===== src/common/bhs_pkg.sv =====
package bhs_pkg;
    // ************************************************************
    // timing counts, in clocks, and the clock period in ns
    // ************************************************************
    localparam int unsigned CLK_PERIOD_NS   = 25;
    localparam int unsigned HOLD_LAT_CLK    = 2;
    localparam int unsigned SNOOP_LAT_CLK   = 2;
    localparam int unsigned SNOOP_DIRTY_MATCH_N_TAIL_CLK   = 2;
    localparam int unsigned WB_GAP_CLK      = 2;
    localparam int unsigned ERR_LAT_CLK     = 2;

    localparam logic [1:0] CNT_ZERO = 2'h0;
    localparam logic [1:0] CNT_ONE  = 2'h1;

    // ************************************************************
    // snoop lookup result from the cache side
    // ************************************************************
    typedef struct packed {
        logic hit;       // line valid in either cache
        logic modified;  // line modified in data cache
    } bhs_snoop_t;

    // checker comparison: internal versus sampled pin value
    typedef struct packed {
        logic valid;     // a pin value was returned this clock
        logic differs;   // it differs from the internal result
    } bhs_check_t;

    // ************************************************************
    // bus ownership states
    // ************************************************************
    typedef enum logic [3:0] {
        BHS_OWN    = 4'h1,
        BHS_WAIT   = 4'h2,
        BHS_HELD   = 4'h4,
        BHS_REL    = 4'h8
    } bhs_bus_state_t;
endpackage : bhs_pkg


===== src/rtl/bhs_ctrl.sv =====
`timescale 1ns/1ps
// Overview of operation
// sample role input every clock during reset
// role fixed from last reset clock
// system holds role input stable around release
// checker floats outputs, compares pins, flags error
// mismatch pulses error low two clocks later
// snoop match driven two clocks after strobe
// snoop match holds between inquiries, high after reset
// snoop outputs always driven, never floated
// modified hit asserts dirty match, schedules writeback
// dirty match only with snoop match
// writeback strobe two clocks after dirty match
// writeback may start during address hold
// dirty match held until writeback ends plus two
// hold acknowledge two clocks after idle; code acks one clock after idle when a request is already waiting
// acknowledge rises with bus float
// acknowledge drops two clocks after request removal
// pending cycle starts at or after drop
// back-off does not change hold timing
// hold floats same pins as back-off
// inquiries serviced while held
// no grant inside locked sequence
// hold request sampled every clock, even in reset
// core keeps running from caches during hold
// dual-processing bidirectional snoop pins noted only
// master keeps request until acknowledge seen
module bhs_ctrl #(
    parameter bit EXTENDED_VARIANT = 1'b0
) (
    input  wire logic              i_clk,
    input  wire logic              i_rst,
    input  wire logic              i_ce,
    input  wire logic              i_redundancy_role_select,
    input  wire logic              i_hold_request,
    input  wire logic              i_bus_backoff,
    input  wire logic              i_addr_float_request,
    input  wire logic              i_external_addr_strobe,
    input  wire bhs_pkg::bhs_snoop_t i_snoop,
    input  wire logic              i_burst_ready,
    input  wire logic              i_cycle_busy,
    input  wire logic              i_cycle_last,
    input  wire logic              i_lock_seq,
    input  wire logic              i_cycle_pending,
    input  wire bhs_pkg::bhs_check_t i_check,
    output logic                   o_bus_grant_ack,
    output logic                   o_bus_drive_en,
    output logic                   o_cycle_start_ok,
    output logic                   o_wb_start,
    output logic                   o_snoop_match_n,
    output logic                   o_snoop_dirty_match_n,
    output logic                   o_internal_error_out_n,
    output logic                   o_master_mode
);
    // ************************************************************
    // redundancy role
    // ************************************************************
    logic role_master_r;
    logic is_master_r;

    // role sampled each reset clock, last one sticks on release
    always_ff @(posedge i_clk)
    begin
        if (i_ce && i_rst)
        begin
            role_master_r <= i_redundancy_role_select; // see R1
        end
    end

    // final role; checker floats bus pins; R3 is on system
    always_ff @(posedge i_clk)
    begin
        if (i_ce)
        begin
            is_master_r   <= i_rst ? i_redundancy_role_select
                                   : role_master_r;
            o_master_mode <= i_rst ? i_redundancy_role_select
                                   : role_master_r;
        end
    end

    // ************************************************************
    // checker mismatch reporting
    // ************************************************************
    logic err_seen_r;

    // pulse per mismatch, no shutdown; consecutive mismatches chain
    // one stage plus the output flop, same lag as the snoop outputs
    always_ff @(posedge i_clk)
    begin
        if (i_rst)
        begin
            err_seen_r             <= 1'b0;
            o_internal_error_out_n <= 1'b1;
        end
        else if (i_ce)
        begin
            err_seen_r <= ~is_master_r & i_check.valid
                          & i_check.differs;
            o_internal_error_out_n <= ~err_seen_r;
        end
    end

    // ************************************************************
    // inquire snooping
    // ************************************************************
    logic        external_addr_strobe_d_r;
    bhs_pkg::bhs_snoop_t snp_d_r;
    logic        wb_pend_r;
    logic        wb_act_r;
    logic [1:0]  gap_cnt_r;
    logic [1:0]  tail_cnt_r;
    logic        tail_r;
    logic        wb_done;
    logic        external_addr_strobe_hit2;
    logic        snp_busy;

    localparam logic [1:0] CNT_ONE_L = bhs_pkg::CNT_ONE;
    localparam logic [1:0] GAP_INIT  = 2'(bhs_pkg::WB_GAP_CLK - 1);
    // output flop supplies the second clock of the tail
    localparam logic [1:0] TAIL_INIT = 2'(bhs_pkg::SNOOP_DIRTY_MATCH_N_TAIL_CLK - 1);

    // one stage delay, result drives outputs on the second edge
    assign external_addr_strobe_hit2 = external_addr_strobe_d_r;
    // writeback in flight: inquiries dropped so both outputs agree
    assign snp_busy  = wb_pend_r | wb_act_r | tail_r;
    assign wb_done   = wb_act_r & i_burst_ready & i_cycle_last;

    // strobe stays recognized during hold; only the writeback busy term gates it here
    always_ff @(posedge i_clk)
    begin
        if (i_rst)
        begin
            external_addr_strobe_d_r <= 1'b0;
            snp_d_r  <= '0;
        end
        else if (i_ce)
        begin
            external_addr_strobe_d_r <= i_external_addr_strobe && !snp_busy;
            snp_d_r  <= i_snoop;
        end
    end

    // snoop match: changes only on an inquiry, never floated
    always_ff @(posedge i_clk)
    begin
        if (i_rst)
        begin
            o_snoop_match_n <= 1'b1;
        end
        else if (i_ce && external_addr_strobe_hit2 && !snp_busy)
        begin
            o_snoop_match_n <= ~snp_d_r.hit; // see R6
        end
    end

    // dirty match set on modified hit, held to tail of writeback
    always_ff @(posedge i_clk)
    begin
        if (i_rst)
        begin
            o_snoop_dirty_match_n <= 1'b1;
        end
        else if (i_ce)
        begin
            if (external_addr_strobe_hit2 && !snp_busy)
            begin
                // modified implies hit, so match is low too
                o_snoop_dirty_match_n <= ~(snp_d_r.modified
                                           & snp_d_r.hit); // see R9
            end
            else if (tail_r && tail_cnt_r == CNT_ONE_L)
            begin
                o_snoop_dirty_match_n <= 1'b1;
            end
        end
    end

    // writeback scheduling: gap after dirty match, then run
    always_ff @(posedge i_clk)
    begin
        if (i_rst)
        begin
            wb_pend_r  <= 1'b0;
            wb_act_r   <= 1'b0;
            gap_cnt_r  <= bhs_pkg::CNT_ZERO;
            tail_r     <= 1'b0;
            tail_cnt_r <= bhs_pkg::CNT_ZERO;
            o_wb_start <= 1'b0;
        end
        else if (i_ce)
        begin
            o_wb_start <= 1'b0;
            if (external_addr_strobe_hit2 && snp_d_r.modified && snp_d_r.hit
                && !wb_pend_r && !wb_act_r && !tail_r)
            begin
                wb_pend_r <= 1'b1;
                gap_cnt_r <= GAP_INIT;
            end
            else if (wb_pend_r)
            begin
                if (gap_cnt_r != bhs_pkg::CNT_ZERO)
                begin
                    gap_cnt_r <= gap_cnt_r - CNT_ONE_L;
                end
                else if (!o_bus_grant_ack && !i_cycle_busy)
                begin
                    // allowed even with address hold asserted
                    wb_pend_r  <= 1'b0;
                    wb_act_r   <= 1'b1;
                    o_wb_start <= 1'b1;
                end
            end
            if (wb_done)
            begin
                wb_act_r   <= 1'b0;
                tail_r     <= 1'b1;
                tail_cnt_r <= TAIL_INIT;
            end
            else if (tail_r)
            begin
                tail_cnt_r <= tail_cnt_r - CNT_ONE_L;
                if (tail_cnt_r == CNT_ONE_L)
                begin
                    tail_r <= 1'b0;
                end
            end
        end
    end

    // ************************************************************
    // bus hold handshake
    // ************************************************************
    bhs_pkg::bhs_bus_state_t st_r;
    bhs_pkg::bhs_bus_state_t st_nxt;
    logic hold_d_r;
    logic bus_quiet;
    logic rel_d_r;

    // request sampled every edge, reset included
    always_ff @(posedge i_clk)
    begin
        if (i_ce)
        begin
            hold_d_r <= i_hold_request;
        end
    end

    // no grant while a cycle, locked run or writeback is open
    assign bus_quiet = !i_cycle_busy && !i_lock_seq && !wb_act_r
                       && !wb_pend_r;

    // back-off is deliberately not a term here
    always_comb
    begin
        st_nxt = st_r;
        case (st_r)
            bhs_pkg::BHS_OWN:
                if (hold_d_r && bus_quiet)
                    st_nxt = bhs_pkg::BHS_HELD; // see R14
                else if (hold_d_r)
                    st_nxt = bhs_pkg::BHS_WAIT;
            bhs_pkg::BHS_WAIT:
                if (!hold_d_r)
                    st_nxt = bhs_pkg::BHS_OWN;
                else if (bus_quiet)
                    st_nxt = bhs_pkg::BHS_HELD;
            bhs_pkg::BHS_HELD:
                if (!hold_d_r)
                    st_nxt = bhs_pkg::BHS_OWN; // see R16
            default:
                st_nxt = bhs_pkg::BHS_OWN;
        endcase
    end

    always_ff @(posedge i_clk)
    begin
        if (i_rst)
        begin
            st_r <= bhs_pkg::BHS_OWN;
        end
        else if (i_ce)
        begin
            st_r <= st_nxt;
        end
    end

    // float comes with ack, and also with back-off or checker role; core runs on
    always_ff @(posedge i_clk)
    begin
        if (i_rst)
        begin
            o_bus_grant_ack <= 1'b0;
            o_bus_drive_en  <= 1'b0;
            rel_d_r         <= 1'b0;
        end
        else if (i_ce)
        begin
            o_bus_grant_ack <= (st_nxt == bhs_pkg::BHS_HELD);
            // address, data, parity, control float same as back-off
            o_bus_drive_en  <= is_master_r && st_nxt != bhs_pkg::BHS_HELD
                               && !i_bus_backoff; // see R19
            rel_d_r <= o_bus_grant_ack && st_nxt != bhs_pkg::BHS_HELD;
        end
    end

    // pending cycle launch: base at drop, extended one clock later
    always_ff @(posedge i_clk)
    begin
        if (i_rst)
        begin
            o_cycle_start_ok <= 1'b0;
        end
        else if (i_ce)
        begin
            o_cycle_start_ok <= st_nxt != bhs_pkg::BHS_HELD
                && !(EXTENDED_VARIANT
                     && o_bus_grant_ack)
                && !i_bus_backoff
                && !(i_addr_float_request && !wb_act_r);
        end
    end
    // dual-processing pins not built; R25 kept by master
endmodule : bhs_ctrl


===== config.mk =====
export PLATFORM = sky130hd
export DESIGN_NAME = bhs_ctrl
export DESIGN_NICKNAME = d
export VERILOG_FILES = /design/src/common/bhs_pkg.sv /design/src/rtl/bhs_ctrl.sv
export SDC_FILE = /design/constraint.sdc
export NUM_CORES = 1
export LEC_CHECK = 0
export BUFFER_PORTS_ARGS = -buffer_cell sky130_fd_sc_hd__buf_4
export CAP_MARGIN = 20
export CELL_PAD_IN_SITES_DETAIL_PLACEMENT = 0
export CELL_PAD_IN_SITES_GLOBAL_PLACEMENT = 1
export CORE_AREA = 2 2 57 59
export DETAILED_ROUTE_END_ITERATION = 6
export DIE_AREA = 0 0 59 61
export PLACE_DENSITY_LB_ADDON = 0.2
export SYNTH_ARGS = -nofsm -noshare
export SYNTH_HDL_FRONTEND = slang
export SYNTH_SLANG_ARGS = --single-unit

===== constraint.sdc =====
create_clock -name i_clk -period 1.71 [get_ports i_clk]
set_input_delay 0 -clock i_clk [delete_from_list [all_inputs] [get_ports i_clk]]
set_output_delay 0 -clock i_clk [all_outputs]
set_load 0.01 [all_outputs]

[Yosys cells after proc, flatten, opt, wreduce, memory -nomap -nowiden]
Index checks and enable logic that the tools add are counted.
Storage, ports and cells
  register bits: 25
  bits of input ports: 17
  output and inout port bits: 8
  logic and storage cells: 112
Cells by class
  add/sub/neg operators: 2
  equal/unequal tests: 8
  muxes and demuxes: 30
  bitwise operators: 11
  reduce and logical (&&, ||, !) cells: 41
Operators with widths (number)
  $logic_and 1x1->1: 21
  $mux 4: 5
  $mux 1: 19
  $reduce_bool 2->1: 7
  $pmux 4 s3: 1
  $mux 2: 5
  $logic_not 1->1: 9
  $eq 4x3->1 const B: 2
  $and 1x1->1: 5
  $reduce_and 5->1: 1
  $eq 4x1->1 const B: 1
  $eq 4x2->1 const B: 1
  $ne 2x2->1 const B: 2
  $ne 4x3->1 const B: 1
  $not 1->1: 4
  $reduce_and 2->1: 2
  $sub 2x1->2 const B: 2
  $reduce_and 3->1: 1
  $eq 2x1->1 const B: 1
  $or 1x1->1: 2

[Longest topological paths before layout]
Gate-level depths: netlist (run 1).
  word-level depth: 10
  depth in mapped cells: 5
  gate-level depth less buffers: 5

[Least setup slack after synthesis (run 1)]
Ideal clock, no wire load.
  path kind: reg-to-reg
  start point: register wb_act_r
  end point: register o_cycle_start_ok
  setup time: 0.117 ns
  data arrival time: 1.231 ns
  required time: 1.593 ns
  setup slack: 0.361 ns
  cell stages (with the launch flop): 4
  path buffers: 0
  path through: dfxtp_1 or4_4 nand3b_4 a32o_1
Between the ends
  word-level cells in the longest chain between the ends: 9
  elaborated cells on any way between the ends: 13
  those cells by class: eq/ne: 1; mux: 4; reduce/logical: 8
RTL lines
  start: declaration: RTL line bhs_ctrl.sv:110  | logic wb_act_r;
  start signal: assignment: RTL line bhs_ctrl.sv:185  | wb_act_r <= 1'b0;
  start signal: assignment: RTL line bhs_ctrl.sv:210  | wb_act_r <= 1'b1;
  start signal: assignment: RTL line bhs_ctrl.sv:216  | wb_act_r <= 1'b0;
  $logic_not 1->1 (*): RTL line bhs_ctrl.sv:250, bhs_ctrl.sv:320
  $logic_and 1x1->1: RTL line bhs_ctrl.sv:250  | assign bus_quiet = !i_cycle_busy && !i_lock_seq && !wb_act_r
  $logic_and 1x1->1: RTL line bhs_ctrl.sv:251  | && !wb_pend_r;
  $mux 4 / $logic_and 1x1->1 (equally long branches): RTL line bhs_ctrl.sv:266, bhs_ctrl.sv:259
  $mux 4 (on tied branches): RTL line bhs_ctrl.sv:264, bhs_ctrl.sv:259
  $pmux 4 s3: RTL line bhs_ctrl.sv:257  | case (st_r)
  $ne 4x3->1: RTL line bhs_ctrl.sv:316  | o_cycle_start_ok <= st_nxt != bhs_pkg::BHS_HELD
  $logic_and 1x1->1: RTL line bhs_ctrl.sv:319  | && !i_bus_backoff
  $logic_and 1x1->1 (*): RTL line bhs_ctrl.sv:320  | && !(i_addr_float_request && !wb_act_r);
  end signal: assignment: RTL line bhs_ctrl.sv:316
  end: declaration: RTL line bhs_ctrl.sv:48  | output logic o_cycle_start_ok,
Every way passes the cells marked *; elsewhere a longest branch is shown, timed or not.
A chain may end at the register's enable or synchronous reset.

[Worst setup path after layout (run 1)]
  start point: register wb_act_r
  end point: register st_r[2]
Between the ends
  word-level cells in the longest chain between the ends: 6
  elaborated cells on any way between the ends: 8
  those cells by class: mux: 4; reduce/logical: 4
RTL lines
  $logic_not 1->1 (*): RTL line bhs_ctrl.sv:250
  $logic_and 1x1->1 (*): RTL line bhs_ctrl.sv:250
  $logic_and 1x1->1 (*): RTL line bhs_ctrl.sv:251
  $mux 4 / $logic_and 1x1->1 (equally long branches): RTL line bhs_ctrl.sv:266, bhs_ctrl.sv:259
  $mux 4 (on tied branches): RTL line bhs_ctrl.sv:264, bhs_ctrl.sv:259
  $pmux 4 s3 (*): RTL line bhs_ctrl.sv:257
  end signal: assignment: RTL line bhs_ctrl.sv:280  | st_r <= bhs_pkg::BHS_OWN;
  end signal: assignment: RTL line bhs_ctrl.sv:284  | st_r <= st_nxt;
  end: declaration: RTL line bhs_ctrl.sv:234  | bhs_pkg::bhs_bus_state_t st_r;
Marks and branches as above.

==> results of run 1 <==
==> worst min-delay path: cells and delay by family <==
kind	cells	cell delay, ps
buffers and inverters	1	90
AND/OR/NAND/NOR	1	70
AO/OA/AOI/OAI	2	200
==> layer usage <==
layer / global-route usage (%) / up-vias / wire length [µm]
met5: 0 / - / 0
met4: 7.79 / 0 / 45
met3: 2.56 / 5 / 87
met2: 25.6 / 21 / 1060
met1: 17.8 / 441 / 1050
li1: - / 470 / -
==> flip-flops by register name, indices dropped and copies added, names as in the netlist <==
signal	flops
st_r	4
o_cycle_start_ok	1
tail_r	1
external_addr_strobe_d_r	1
tail_cnt_r	2
o_snoop_dirty_match_n	1
hold_d_r	1
role_master_r	1
o_wb_start	1
wb_act_r	1
wb_pend_r	1
is_master_r	1
o_bus_drive_en	1
snp_d_r	2
err_seen_r	1
o_bus_grant_ack	1
o_internal_error_out_n	1
o_snoop_match_n	1
gap_cnt_r	2
==> power by group through the flow <==
stage	Clock, mW	Sequential (mW)	Combinational, mW
2_1_floorplan	0	0.643	0.0647
3_3_place_gp	0	0.643	0.113
3_5_place_dp	0	0.645	0.115
4_1_cts	0.297	0.632	0.129
5_1_grt	0.316	0.635	0.144
6_report	0.280	0.632	0.128
==> what timing repair did <==
item,in CTS,in global routing
setup endpoints to repair,0,0
hold buffers,8,0
hold endpoints to repair,8,0
==> cells by family (layout without fill, tap and decap cells) <==
| logic type | after synthesis | in the layout | synth area share (%) |
|---|---|---|---|
| buffers and inverters | 9 | 39 | 3.14 |
| muxes | 3 | 3 | 2.81 |
| DFF | 25 | 25 | 47.6 |
| AOI/OAI and AO/OA | 26 | 26 | 16.3 |
| xor gates and xnor gates | 2 | 2 | 2.25 |
| adders and majority gates | 2 | 2 | 2.25 |
| and+or+nand+nor | 44 | 44 | 25.6 |
==> layout make-up <==
cell class              count  area [µm²]
multi-input cells          77         548
clock inverters             1        7.51
fillers                   293        1540
inverters                   4        15.0
clock buffers               3        22.5
repair buffers             31         253
well taps                  33        41.3
flip-flops and latches     25         531
==> through the flow <==
stage	total power, mW	setup WS [ps]	hold WS [ps]	cell area, µm²	util, %
finish	1.04	260	52.5	1420	48.0
global route	1.10	124	46.9	1420	48.0
CTS	1.06	238	37.7	1420	48.0
detailed placement	0.760	276	181	1310	44.3
global placement	0.757	295	178	1310	44.3
floorplan	0.708	361	98.9	1110	-
==> worst paths after layout <==
path	to	slack, ps	cells past startpoint
hold reg to reg	err_seen_r	480	2
setup / recovery	st_r[2]	260	3
hold / removal	wb_act_r	50	4
setup reg to reg	st_r[2]	260	3
==> placed cells by master (no fill, tap or decap), types with 3 or more instances in the layout <==
master	instances
a211oi_1	3
a21oi_1	7
buf_4	23
clkbuf_4	3
dfxtp_1	22
dlygate4sd3_1	8
edfxtp_1	3
inv_1	4
nand2_1	6
nand2b_1	4
nor2_1	9
nor3_1	3
o21ai_0	4
==> results.cfg, run 1 <==
[run_status]
status = complete, no violations

[cts]
clk_path_buf_depth = 2
tritoncts = done
numCtsBuffers = 3
cts_root_buf = clkbuf_4
cts_setup_buffers = 0
cts.sinks = 25
worstSkewPairLatency_ps = 330
cts.reportedPaths.clkPinSlew_ps = 150
cts_htree_levels = 1
ctsResizeCount = 0

[pwr]
intPower_uw = 777
sequentialPowerShare_pct = 60.7
leakagePower_nw = 0.545
p_comb_share_pct = 12.3
p_sw_uw = 263
p_per_area_nw_per_um2 = 734
power.switching_fraction_pct = 25.3
pwr-share-clk_pct = 27.0
ir_drop_mv = 0.256

[sta]
setup_tns_ps = 0
max_slew.worst_pin.slew_ps = 517
finalMaxSlewViolations = 0
fmax_ghz = 0.690
setup_viol_count_final = 0
slew_headroom_pct = 65.1
final-hold-violation-count = 0
timing.final.crit_share_pct = 84.8
fin_skew_ps = 9.67
min_period_ps = 1450
rsz0062_at_grt = false

[synthesis]
post_synth.cell_area_avg_um2 = 10.0
synth_edf_count = 3
yosysWarnings = 0
synth_ff_type = dfxtp_1
yosysUniqueCellTypes = 44
synth.cell_area_um2 = 1110
yosysMostFrequentCell = dfxtp_1
synthArstFlopShare_pct = 0
syn_inst = 111
synth_top_cell_by_area = dfxtp_1
synth-seq-area-share_pct = 47.6
synth_nets = 130
yosys.area.top_type_share_pct = 39.6
ys_seq_elements = 25
synthTopCellsByCount = 22 x dfxtp_1, 9 x nor2_1, 7 x a21oi_1
ys_top_cells_by_area = dfxtp_1 40%, edfxtp_1 8.1%, a21oi_1 3.1%, nor2_1 3.0%, ha_1 2.2%

[route]
via_count = 937
first_pass_iters = 4
drc = 0
wl_per_cell_um = 12.9
viasPerCell = 5.39
drtIter0Drc = 27
drt_wl_total_um = 2250
ant_nets = 0

[layout]
nNetsFinal = 161
area_delta_synth_final_pct = 27.3
layout-drive-gt1-share_pct = 24.1
final_cell_count_no_fill = 174
diodes = 0

[global_route]
grt_antenna_before_repair = 0
grt_first_pass_wirelength_um = 4010
grt-ovfl-total = 0
track_usage_pct = 14.9
grt_start_max_net_pins = 35
grt_pass1_vias = 928

[min_path]
worstHoldStart = i_cycle_busy
hold_path_class = in2reg

[die]
initial_core_util_pct = 37.7
pin_count = 25
die_area_um2 = 3600
die_w_um = 59
die_height_um = 61
fp-row-count = 20
coreArea_um2 = 2950

[setup_path]
cp.required_ps = 1960
crit_fanout = 6
worst-setup-path-type = reg2reg
crit_family = simple AND/OR/NAND/NOR gates
critPathMaxStageDelay_ps = 550
reg2reg_from = wb_act_r
slowest_stage = or4_4
end_kind = flip-flop
path_buf_inv = 0
start_kind = flip-flop
crit_arrival_ps = 1700
path_cells = or4_4, nand3b_4, a311oi_1
cp-startpoint = wb_act_r

[job]
maxCapViolCount = 0

[placed_design]
gp_congestion = 0.691
port_buffers = 23
hpwl_um = 1510
post-place-cells = 162
(Power assumes the default switching activity.)
==> run 2, diff against run 1 <==
--- a/config.mk
+++ b/config.mk
@@ -9,9 +9,9 @@
 export CAP_MARGIN = 20
 export CELL_PAD_IN_SITES_DETAIL_PLACEMENT = 0
 export CELL_PAD_IN_SITES_GLOBAL_PLACEMENT = 1
-export CORE_AREA = 2 2 57 59
+export CORE_AREA = 2 2 59 61
 export DETAILED_ROUTE_END_ITERATION = 6
-export DIE_AREA = 0 0 59 61
+export DIE_AREA = 0 0 61 63
 export PLACE_DENSITY_LB_ADDON = 0.2
 export SYNTH_ARGS = -nofsm -noshare
 export SYNTH_HDL_FRONTEND = slang
==> constraint.sdc (replaced) <==
create_clock -name i_clk -period 1.2 [get_ports i_clk]
set_input_delay 0 -clock i_clk [delete_from_list [all_inputs] [get_ports i_clk]]
set_output_delay 0 -clock i_clk [all_outputs]
set_load 0.01 [all_outputs]
==> results.cfg, run 2 (synthesized netlist as in run 1, its figures left out) <==
[layout]
final_cell_count_no_fill = 199
multi_input_area_um2 = 629
diodes = 0
area_delta_synth_final_pct = 44.7
final_common_cell = buf_4
nNetsFinal = 173
fill_cells = 321
layout-drive-gt1-share_pct = 41.8
seq_area_um2 = 536
final_cell_area_um2 = 1610
postLayoutCoreUtil_pct = 49.9
largest_reg_flops = 4
mostFrequentLayoutCells = 34 x buf_4, 18 x dfxtp_1, 9 x nor2_1
regMostFlops = st_r

[cts]
cts.sinks = 25
clk_path_buf_depth = 2
tritoncts = done
worstSkewPairLatency_ps = 310
cts_root_buf = clkbuf_4
cts.reportedPaths.clkPinSlew_ps = 130
cts_htree_levels = 1
numCtsBuffers = 3

[setup_path]
end_kind = flip-flop
reg2reg_from = wb_act_r
cp.required_ps = 1420
cp-startpoint = wb_act_r
crit_family = simple AND/OR/NAND/NOR gates
start_kind = flip-flop
path_buf_inv = 0
critPathMaxStageDelay_ps = 530
crit_fanout = 4
crit_arrival_ps = 1610
path_cells = or4_4, nand3b_4, a32o_1
worst-setup-path-type = reg2reg
slowest_stage = or4_4

[route]
viasPerCell = 4.86
first_pass_iters = 4
ant_nets = 0
drtIter0Drc = 24
drc = 0
drt_wl_total_um = 2500
wl_per_cell_um = 12.6
via_count = 967

[die]
coreArea_um2 = 3230
die_area_um2 = 3840
die_height_um = 63
pin_count = 25
initial_core_util_pct = 34.5
die_w_um = 61
fp-row-count = 21

[sta]
rsz0062_at_grt = true
fmax_ghz = 0.719
max_slew.worst_pin.slew_ps = 283
setup_viol_count_final = 5
finalMaxSlewViolations = 0
final-hold-violation-count = 0
min_period_ps = 1390
fin_ws_ps = -191
whs_ps = 34.4
timing.final.crit_share_pct = 116
setup_tns_ps = -708
slew_headroom_pct = 81.1
fin_skew_ps = 0.881

[min_path]
worstHoldStart = i_rst
hold_path_class = in2reg

[placed_design]
post-place-cells = 186
gp_congestion = 0.720
hpwl_um = 1730
placed_cell_area_um2 = 1420
pre_cts_ws_ps = -191
port_buffers = 23

[pwr]
p_per_area_nw_per_um2 = 919
ir_drop_mv = 0.550
power_mw = 1.48
leakagePower_nw = 0.629

[job]
maxCapViolCount = 0

[run_status]
status = complete, but fails checks
violations = negative setup slack

[global_route]
grt_pass1_vias = 994
grt_start_max_net_pins = 25
grt-ovfl-total = 0
grt_antenna_before_repair = 0
grt_first_pass_wirelength_um = 4130
track_usage_pct = 14.2
-- run 2: area by class of cell --
class,instances,share of cell area (%)
Tap cell,46,3.57
Inverter,4,0.932
Timing Repair Buffer,43,21.6
Sequential cell,25,33.2
Multi-Input combinational cell,77,39.1
Clock buffer,4,1.63
-- run 2: layer usage --
| metal | wire length (µm) | global-route usage (%) | up-vias |
|---|---|---|---|
| met2 | 1260 | 24.9 | 16 |
| met5 | 0 | 0 | - |
| met4 | 36 | 7.07 | 0 |
| li1 | - | - | 493 |
| met3 | 86 | 3.11 | 4 |
| met1 | 1130 | 15.5 | 454 |
-- run 2: worst paths after layout --
kind	endpoint	slack, ps	cells past startpoint
max	o_bus_drive_en	-190	3
min	gap_cnt_r[0]	30	2
max reg2reg	o_bus_drive_en	-190	3
min reg2reg	err_seen_r	490	2
-- run 2: power breakdown --
| part | switching [mW] | leakage (nW) | internal [mW] |
|---|---|---|---|
| Clock | 0.245 | 0.0150 | 0.130 |
| Sequential | 0.0242 | 0.210 | 0.875 |
| Combinational | 0.0893 | 0.404 | 0.117 |
-- run 2: repair_timing --
item / 4_1_cts / 5_1_grt
setup buffers: 1 / 1
endpoints found under the setup margin: 11 / 15
cloned: 0 / 0
pin swaps: 8 / 7
resized for setup: 12 / 11
hold endpoints to repair: 7 / 0
hold buffers: 7 / 0
==> run 3, diff against run 2 <==
--- a/config.mk
+++ b/config.mk
@@ -13,6 +13,7 @@
 export DETAILED_ROUTE_END_ITERATION = 6
 export DIE_AREA = 0 0 61 63
 export PLACE_DENSITY_LB_ADDON = 0.2
+export REMOVE_ABC_BUFFERS = 1
 export SYNTH_ARGS = -nofsm -noshare
 export SYNTH_HDL_FRONTEND = slang
 export SYNTH_SLANG_ARGS = --single-unit
==> results.cfg, run 3 (synthesized netlist as in run 1, its figures left out) <==
[setup_path]
cp.required_ps = 1430
worst-setup-path-type = reg2reg
crit_arrival_ps = 1600
end_kind = flip-flop
start_kind = flip-flop
crit_fanout = 4

[pwr]
leakagePower_nw = 0.632
ir_drop_mv = 0.421
p_per_area_nw_per_um2 = 921

[route]
first_pass_iters = 2
wl_per_cell_um = 13.0
drc = 0
viasPerCell = 4.99
drtIter0Drc = 32
ant_nets = 0
drt_wl_total_um = 2580
via_count = 988

[die]
coreArea_um2 = 3230
initial_core_util_pct = 34.5
pin_count = 25
die_height_um = 63
fp-row-count = 21
die_w_um = 61
die_area_um2 = 3840

[placed_design]
port_buffers = 23
gp_congestion = 0.725
pre_cts_ws_ps = -157
placed_cell_area_um2 = 1390
hpwl_um = 1740

[global_route]
grt_pass1_vias = 973
grt_first_pass_wirelength_um = 4400
grt_antenna_before_repair = 0
grt-ovfl-total = 0
grt_start_max_net_pins = 25
track_usage_pct = 14.9

[layout]
seq_area_um2 = 534
area_delta_synth_final_pct = 45.2
fill_cells = 317
regMostFlops = st_r
diodes = 0
layout-drive-gt1-share_pct = 43.4
largest_reg_flops = 4
mostFrequentLayoutCells = 32 x buf_4, 19 x dfxtp_1, 9 x nor2_1
multi_input_area_um2 = 639
nNetsFinal = 172
final_common_cell = buf_4
final_cell_area_um2 = 1620

[sta]
setup_viol_count_final = 10
min_period_ps = 1380
fin_skew_ps = 1.02
final-hold-violation-count = 0
max_slew.worst_pin.slew_ps = 285
timing.final.crit_share_pct = 115
whs_ps = 32.3
fin_ws_ps = -180
slew_headroom_pct = 80.9
fmax_ghz = 0.725
finalMaxSlewViolations = 0
rsz0062_at_grt = true

[cts]
tritoncts = done
clk_path_buf_depth = 2
worstSkewPairLatency_ps = 310
cts_root_buf = clkbuf_4
cts.sinks = 25
cts_htree_levels = 1
numCtsBuffers = 3
cts.reportedPaths.clkPinSlew_ps = 140

[run_status]
violations = negative setup slack
status = complete, but fails checks

[min_path]
hold_path_class = in2reg

[job]
maxCapViolCount = 0
run 3: per-stage QoR:
stage	util, %	power (mW)	cells	TNS (ps)
floorplan	-	0.989	106	-584
global placement	43.1	1.09	184	-669
detailed placement	43.1	1.09	184	-866
CTS	47.0	1.49	195	-708
global route	50.0	1.57	198	-1580
finish	50.0	1.49	198	-1050
run 3: final cells by class:
cell class	instances	area share (%)
multi-input cells	77	39.6
flip-flops and latches	25	33.0
repair buffers	42	21.3
well taps	46	3.56
clock buffers	4	1.63
inverters	4	0.929
run 3: critical path, cell delays in order (launching register included):
cell and delay (ps):
dfxtp_2 340, or4_4 530, nand3b_4 190, a32o_1 230
run 3: layer usage:
metal  vias up  global-route usage, %  part of all wire, %
met1       484                   18.5                   47
met2         9                   24.1                   50
li1        493                      -                    -
met3         2                   3.73                  2.8
met5         -                      0                    0
met4         0                   5.71                 0.74
run 3: power breakdown:
part | switching (mW) | internal (mW)
Clock | 0.254 | 0.130
Combinational | 0.0893 | 0.117
Sequential | 0.0245 | 0.875
Total | 0.367 | 1.12
run 3: final timing paths:
kind	from	endpoint	slack, ps	cells after the start
worst max-delay path	wb_act_r	o_bus_drive_en	-180	3
worst max register to register	wb_act_r	o_bus_drive_en	-180	3
worst min-delay path	i_rst	snp_d_r[0]	30	2
worst min register to register	o_cycle_start_ok	o_cycle_start_ok	500	1
run 3: what timing repair did:
action,4_1_cts,5_1_grt
resized for setup,9,20
pin swaps,3,14
setup buffers,0,3
setup endpoints to repair,12,13
hold endpoints to repair,7,0
hold buffers,7,0
